File: config.mk
export PLATFORM = sky130hd
export DESIGN_NAME = pums_sequencer
export DESIGN_NICKNAME = d
export VERILOG_FILES = /design/src/logic/pums_pkg.sv /design/src/logic/pums_strap_sync.sv /design/src/logic/pums_sequencer.sv
export VERILOG_INCLUDE_DIRS = /design/src /design/src/logic
export SDC_FILE = /design/constraint.sdc
export NUM_CORES = 1
export LEC_CHECK = 0
export ABC_AREA = 1
export BUFFER_PORTS_ARGS = -buffer_cell sky130_fd_sc_hd__buf_2
export CAP_MARGIN = 20
export CORE_AREA = 2 2 39 41
export CTS_BUF_LIST = sky130_fd_sc_hd__clkbuf_8
export DETAILED_ROUTE_END_ITERATION = 6
export DIE_AREA = 0 0 41 43
export GPL_ROUTABILITY_DRIVEN = 0
export HOLD_SLACK_MARGIN = 0.15
export PLACE_DENSITY = 0.53
export SLEW_MARGIN = 0
export SYNTH_ARGS = -nofsm -noshare
export SYNTH_HDL_FRONTEND = slang
export SYNTH_SLANG_ARGS = --single-unit
File: constraint.sdc
create_clock -name clock -period 2.6 [get_ports clock]
set_input_delay 0.39 -clock clock [delete_from_list [all_inputs] [get_ports clock]]
set_output_delay 0.39 -clock clock [all_outputs]
set_load 0.05 [all_outputs]
File: src/logic/pums_params.svh
`ifndef PUMS_PARAMS_SVH
`define PUMS_PARAMS_SVH
// Behaviour
// [RULE1] Board holds chip enable low, reconfig request and state pin high.
// [RULE2] Power-on reset clears every internal register.
// [RULE3] After reset, setup-complete output floats if the straps are right.
// [RULE4] Immediate mode: core runs straight after power-on reset.
// [RULE5] Delayed mode: core held in reset 50 ms more, then runs.
// [RULE6] Delayed mode drives setup-complete low during hold-off, then floats.
// [RULE7] No bitstream, emulation, remote upgrade or encrypted setup exists.
// [RULE8] Power-up mode is a fixed build option, constant in operation.
`define PUMS_CLK_HZ 40000000
`define PUMS_HOLD_MS 50
`define PUMS_HOLD_CYC ((`PUMS_CLK_HZ / 1000) * `PUMS_HOLD_MS)
`define PUMS_CNT_W 22
`define PUMS_TICK_DIV 40
`define PUMS_TICK_W 6
`define PUMS_SYNC_DEPTH 2
`endif

File: src/logic/pums_pkg.sv
package pums_pkg;
    typedef enum logic [1:0] {
        PUMS_RESET = 2'b00,
        PUMS_HOLD  = 2'b01,
        PUMS_RUN   = 2'b11,
        PUMS_FAULT = 2'b10
    } pums_state_t;

    typedef struct packed {
        logic chip_enable_low;
        logic reconfig_request_low;
        logic config_state_pin_low;
    } pums_strap_t;

    typedef struct packed {
        pums_strap_t sync1;
        pums_strap_t sync2;
    } pums_sync_t;
endpackage

File: src/logic/pums_strap_sync.sv
`timescale 1ns/1ps
`include "pums_params.svh"
module pums_strap_sync
    import pums_pkg::*;
(
    input wire logic clock,
    input wire logic rst_n,
    input wire pums_strap_t strap_in,
    output pums_strap_t strap_sync
);
    pums_sync_t r;
    pums_sync_t next_r;

    // Two stages, only the second is read outside
    always_comb begin
        next_r = r;
        next_r.sync1 = strap_in;
        next_r.sync2 = r.sync1;
    end

    always_ff @(posedge clock or negedge rst_n) begin
        if (!rst_n) begin
            r <= '0;
        end else begin
            r <= next_r;
        end
    end

    assign strap_sync = r.sync2;
endmodule

File: src/logic/pums_sequencer.sv
`timescale 1ns/1ps
`include "pums_params.svh"
module pums_sequencer
    import pums_pkg::*;
#(
    parameter bit DELAYED_MODE = 1'b0,
    parameter int HOLD_TICKS = `PUMS_HOLD_CYC / `PUMS_TICK_DIV
)
(
    input wire logic clock,
    input wire logic rst_n,
    input wire logic chip_enable_low,
    input wire logic reconfig_request_low,
    input wire logic config_state_pin_low,
    output logic core_reset_n,
    output logic setup_complete_out,
    output logic setup_complete_oe_n,
    output logic straps_ok
);
    typedef struct packed {
        pums_state_t state;
        logic [`PUMS_TICK_W-1:0] div;
        logic [`PUMS_CNT_W-1:0] ticks;
        logic core_on;
        logic drive_low;
        logic [1:0] settle;
    } pums_core_t;

    // Edges after reset before the strap synchroniser output is valid
    localparam logic [1:0] SETTLE_DONE = 2'(`PUMS_SYNC_DEPTH);

    localparam logic [`PUMS_TICK_W-1:0] TICK_LAST =
        `PUMS_TICK_W'(`PUMS_TICK_DIV - 1);
    localparam logic [`PUMS_CNT_W-1:0] TICKS_LAST =
        `PUMS_CNT_W'(HOLD_TICKS - 1);

    pums_core_t r;
    pums_core_t next_r;
    pums_strap_t straps;
    logic tick;
    logic sync_valid;

    ////////////////////////////////////////////////////////////////////////
    // Straps come from board pins, so they are synchronised first
    pums_strap_sync u_sync (
        .clock(clock),
        .rst_n(rst_n),
        .strap_in({chip_enable_low, reconfig_request_low,
                   config_state_pin_low}),
        .strap_sync(straps)
    );

    // Straps must read low, high, high; the board keeps them so [RULE1]
    assign straps_ok = !straps.chip_enable_low &&
                       straps.reconfig_request_low &&
                       straps.config_state_pin_low;

    // Timebase enable, one pulse per microsecond
    assign tick = (r.div == TICK_LAST);

    // Synchroniser flops are cleared by reset and read as bad straps,
    // so a strap fault is only believed once they have refilled
    assign sync_valid = (r.settle == SETTLE_DONE); // [RULE3]

    ////////////////////////////////////////////////////////////////////////
    // Mode is a parameter, so no pin or bus can change it live [RULE8]
    // No configuration port exists at all; function is fixed [RULE7]
    always_comb begin
        next_r = r;
        next_r.div = tick ? '0 : r.div + 1'b1;
        // Count the synchroniser fill; saturates so it never wraps
        if (r.settle != SETTLE_DONE) begin
            next_r.settle = r.settle + 1'b1;
        end
        case (r.state)
            PUMS_RESET: begin
                if (DELAYED_MODE) begin
                    next_r.state = PUMS_HOLD; // [RULE5]
                    next_r.drive_low = 1'b1; // [RULE6]
                    next_r.ticks = '0;
                    next_r.div = '0;
                end else begin
                    next_r.state = PUMS_RUN; // [RULE4]
                    next_r.core_on = 1'b1;
                end
            end
            PUMS_HOLD: begin
                if (tick) begin
                    next_r.ticks = r.ticks + 1'b1;
                    if (r.ticks == TICKS_LAST) begin
                        next_r.state = PUMS_RUN; // [RULE5]
                        next_r.core_on = 1'b1;
                        next_r.drive_low = 1'b0; // [RULE6]
                    end
                end
            end
            PUMS_RUN: begin
                next_r.core_on = 1'b1;
            end
            default: begin
                next_r.state = PUMS_RESET;
                next_r.core_on = 1'b0;
                next_r.drive_low = 1'b0;
            end
        endcase
    end

    // Power-on reset clears everything; no strap is latched here [RULE2]
    always_ff @(posedge clock or negedge rst_n) begin
        if (!rst_n) begin
            r <= '0;
        end else begin
            r <= next_r;
        end
    end

    ////////////////////////////////////////////////////////////////////////
    // Pin floats unless holding off; once the core runs on settled straps, floating also needs good straps
    assign core_reset_n = r.core_on;
    assign setup_complete_out = 1'b0; // Only ever driven low
    assign setup_complete_oe_n = !(r.drive_low ||
                                   (!straps_ok && r.core_on &&
                                    sync_valid)); // [RULE3]
endmodule

# Word-level counts from Yosys, hierarchy flattened

Cells that the tools add are included.

Register bits: 40
Latch bits: 0
Memory bits (writable): 0
Memory bits (read-only): 0
Bits of input ports: 5
Output and inout bits: 4
Word-level logic and storage cells: 47
Memories: 0

Add/sub/neg operators: 3
$mul: 0
Divide/modulo/power cells: 0
$lt $le $gt $ge: 0
Equality and inequality tests: 8
Shift operators: 0
Muxes and demuxes: 8
Bitwise operators: 2
Reductions and logical operators: 14

Operator list:

| kind                                                               | number |
|---|---|
| 22-bit by 1-bit adder with 22-bit output (second input constant)   | 1 |
| 22-bit by 16-bit == test with 1-bit output (second input constant) | 1 |
| 2-bit two-way mux                                                  | 4 |
| 6-bit by 1-bit adder with 6-bit output (second input constant)     | 1 |
| 6-bit == test (second input constant)                              | 1 |
| 6-bit two-way mux                                                  | 1 |
| 2-bit != test (second input constant)                              | 3 |
| 2-bit case mux with 3 select lines                                 | 1 |
| 3-bit AND reduction                                                | 2 |
| 2-bit == test (second input constant)                              | 2 |
| 1-bit logical AND                                                  | 4 |
| 1-bit case mux with 2 select lines                                 | 2 |
| 2-bit AND reduction                                                | 2 |
| 1-bit zero test                                                    | 3 |
| 2-bit by 1-bit adder with 2-bit output (second input constant)     | 1 |
| 2-bit by 1-bit == test with 1-bit output (second input constant)   | 1 |
| 2-bit zero test                                                    | 1 |
| 1-bit inverter                                                     | 2 |
| 2-bit OR reduction                                                 | 1 |
| 1-bit logical OR                                                   | 1 |

# Logic depth before layout (Yosys ltp)

Depth after elaboration: 8
Depth in mapped cells: 5

# By module

Synthesis repeated with hierarchy kept, for this count alone.

Cell total of the unflattened synthesis: 26
Area, all modules: 304.0 µm²

Modules (own cells, without submodules):

| module          | times used | cells each | area each (µm²) |
|---|---|---|---|
| pums_sequencer  | 1          | 20         | 153.9 |
| pums_strap_sync | 1          | 6          | 150.1 |

# Worst setup path after synthesis

No wires, ideal clock.

Path kind: register to output
Start point: register r[0] in the netlist's numbering
End point: output port setup_complete_oe_n
Arrival time: 1042 ps
Data required time: 2210 ps
Slack: 1168 ps
Stages on the path, launching flop included: 6
Path through: dfrtp_1 -> inv_1 -> ha_1 -> nand2_1 -> inv_1 -> nand2_1

Cells in the longest elaborated chain, start to end: 4

RTL lines:

| what                     | line                  | text |
|---|---|---|
| start: declaration       | pums_sequencer.sv:37  | `pums_core_t r;` |
| start signal: assignment | pums_sequencer.sv:113 | `r <= next_r;` |
| 2-bit == test            | pums_sequencer.sv:63  | `assign sync_valid = (r.settle == SETTLE_DONE);` |
| 1-bit logical AND        | pums_sequencer.sv:122 | `(!straps_ok && r.core_on &&` |
| 1-bit logical OR         | pums_sequencer.sv:121 | `assign setup_complete_oe_n = !(r.drive_low \|\|` |
| 1-bit zero test          | pums_sequencer.sv:121 |  |
| end: declaration         | pums_sequencer.sv:17  | `output logic setup_complete_oe_n,` |

Every way passes these cells.

# Final worst setup path

Same ends and word-level chain as after synthesis.

==> results by group <==
Power
  – Clk pwr share: 47.1%
  – Sw power: 0.0000676 W
  – Int Power: 0.000254 W
  – Comb pwr share: 7.0%
  – Leakage power: 0.233 nW
  – Sw Share: 21.0%
  – Max VDD drop: 0.283 mV
  – Power Density: 791 nW/um^2
  – Seq pwr share: 45.9%

Die
  – Core area: 1380 sq um
  – Die span in y: 43 um
  – Die area: 1760 sq um
  – IO Pins: 9
  – Die W: 41 um
  – Initial core utilization: 22.0%
  – Num rows: 14

Global route
  – GR Overflow Total: 0
  – Grt met3 use: 3.14%
  – Met2 Usage GRT: 8.44%
  – Largest net degree at the start of global routing: 10
  – Initial antenna violation count: 0
  – Total Routing Usage GR: 5.81%
  – First-pass GRT wire length: 627 um
  – Vias in the first global route: 177
  – GRT met1 Usage: 6.08%
  – Busiest grt layer: met2

Logic synthesis
  – FF+latch count, synth: 9
  – Post-synth cell types: 8
  – Syn Area/Cell: 11.7 sq um
  – Ys Warns: 0
  – Mapped Nets: 32
  – Seq/Total Area, Yosys: 74.1%
  – Syn Std Cell Area: 304 sq um
  – Gate Count Post-Synth: 26

Critical path
  – Reg-to-Reg Start: r[0]
  – CP Cell Sequence: inv_1 -> ha_1 -> nand2_1 -> inv_1 -> nand2_1 -> buf_2
  – Worst Setup Path Type: reg -> out
  – FF-to-FF setup slack: 1.66 ns
  – Crit. Startpoint: r[0]
  – Worst setup SP type: flop
  – WP data arrival: 1.26 ns
  – Critical Path RT: 2.21 ns
  – Slowest cell delay on critical path: 0.33 ns
  – Worst setup EP type: output port
  – Critical path's slowest cell: dfrtp_1
  – Largest fanout on the critical path: 5

Timing
  – Pins Over Slew Limit: 0
  – Setup-failing EPs final: 0
  – RSZ-0062 raised after global routing: false
  – Layout Skew: 0.000268 ns
  – Sum Neg Setup Slack: 0 ns
  – Fin crit period: 1.65 ns
  – Fin. Hold Viols: 0
  – Hold Slack: 0.270 ns
  – Period utilisation layout: 63.4%
  – Maximum clock rate: 607 MHz

Clock tree
  – Hold bufs inserted after CTS: 1
  – Post-CTS resize count: 0
  – Reg clk slew, reported paths: 0.04 ns
  – Maximum clock path buffer count: 2
  – H-tree depth: 1
  – Setup Fix Bufs, Post-CTS: 0
  – TritonCTS Buffers: 3
  – Clk sink count: 9
  – Worst-Skew Late Latency: 0.22 ns
  – CTS tree: yes
  – CTS Root Cell: clkbuf_8

Cells and area
  – Layout cells sized above 1: 27.0%
  – Nets: 44
  – ANT cells: 0
  – Final instance area: 407 sq um
  – Area Growth Syn to Fin: 33.7%
  – Finished Layout Cells: 53
  – Fillers: 143

Routing
  – DRC Markers: 0
  – Routed via count: 186
  – Antenna viol nets, final: 0
  – Vias per Instance: 3.51
  – Drt first-iter violations: 5
  – Avg WL per Cell: 7.68 um
  – Drt pass-1 iters: 2
  – Routed wire length: 407 um

Run status
  – Status: complete, no violations

Hold path
  – Hold_sp: reconfig_request_low
  – Class of the worst hold path: in -> reg

Placed design
  – Dpl cell area: 352 sq um
  – Dpl hpwl: 301 um
  – # port buffers: 7
  – Placed cell count: 48

Flow run
  – Max cap viols: 0
## routing by layer
layer | part of all wire (%) | wire length, um | vias to the layer above
li1 | - | - | 93
met1 | 49 | 200 | 85
met2 | 44 | 181 | 8
met3 | 6.4 | 26 | 0
met4 | 0 | 0 | 0
met5 | 0 | 0 | -
## critical path, delay by kind of cell, from the launching register on
family | cells | cell delay [ns]
buffers and inverters | 3 | 0.33
AND/OR/NAND/NOR | 2 | 0.13
flip-flops | 1 | 0.33
adder cells (fa/ha/maj) | 1 | 0.24
## area by class of cell
type / count / area, sq um / share of cell area [%]
clock buffers: 3 / 41.3 / 10.2
flip-flops and latches: 9 / 225 / 55.4
multi-input cells: 11 / 52.6 / 12.9
inverters: 5 / 18.8 / 4.62
well taps: 16 / 20.0 / 4.92
clock inverters: 1 / 3.75 / 0.923
repair buffers: 8 / 45.0 / 11.1
## per-stage QoR
step	total power, W	util (%)	setup slack (ns)
5_1_grt	0.000344	29.4	0.856
6_report	0.000322	29.4	0.951
4_1_cts	0.000328	29.4	0.933
2_1_floorplan	0.000164	-	1.17
3_3_place_gp	0.000171	25.4	1.21
3_5_place_dp	0.000172	25.4	1.18
## synthesized netlist by cell type
cell	n	share of area, %
buf_4	1	2.5
conb_1	2	2.5
dfrtp_1	9	74
ha_1	1	4.1
inv_1	5	6.2
nand2_1	6	7.4
nand3_1	1	1.6
o21ai_0	1	1.6
## power by group through the flow
stage	registers, W	clock network [W]	logic, W
global route	0.000148	0.000171	0.0000247
CTS	0.000148	0.000158	0.0000231
detailed placement	0.000150	0	0.0000219
floorplan	0.000152	0	0.0000121
finish	0.000148	0.000151	0.0000226
global placement	0.000149	0	0.0000215
## cell families after synthesis
kind of cell	after synthesis	synth area share, %
DFF	9	74.1
buffers and inverters	6	8.64
and+or+nand+nor	7	9.05
AOI/OAI and AO/OA	1	1.64
adders and majority gates	1	4.11
other	2	2.47
## worst paths after layout
kind                                        endpoint  depth (start not counted)
worst max-delay path             setup_complete_oe_n                          6
worst min-delay path                u_sync.next_r[1]                          1
worst max register to register                  r[1]                          3
worst min register to register  u_sync.strap_sync[0]                          0
max in group asynchronous                       r[1]                          2
min in group asynchronous           u_sync.next_r[0]                          2
## registers in the layout (all words and copies together) (netlist names)
name               cells
core_reset_n           1
r                      2
u_sync.next_r          3
u_sync.strap_sync      3
## cell usage in the layout, fill, tap and decap left out, drive strengths merged
cell,n
nand3,1
inv,6
clkbuf,3
buf,7
dlygate4sd3,1
o21ai,1
ha,1
conb,2
dfrtp,9
nand2,6
No activity file was read; power rests on OpenSTA's default activity.
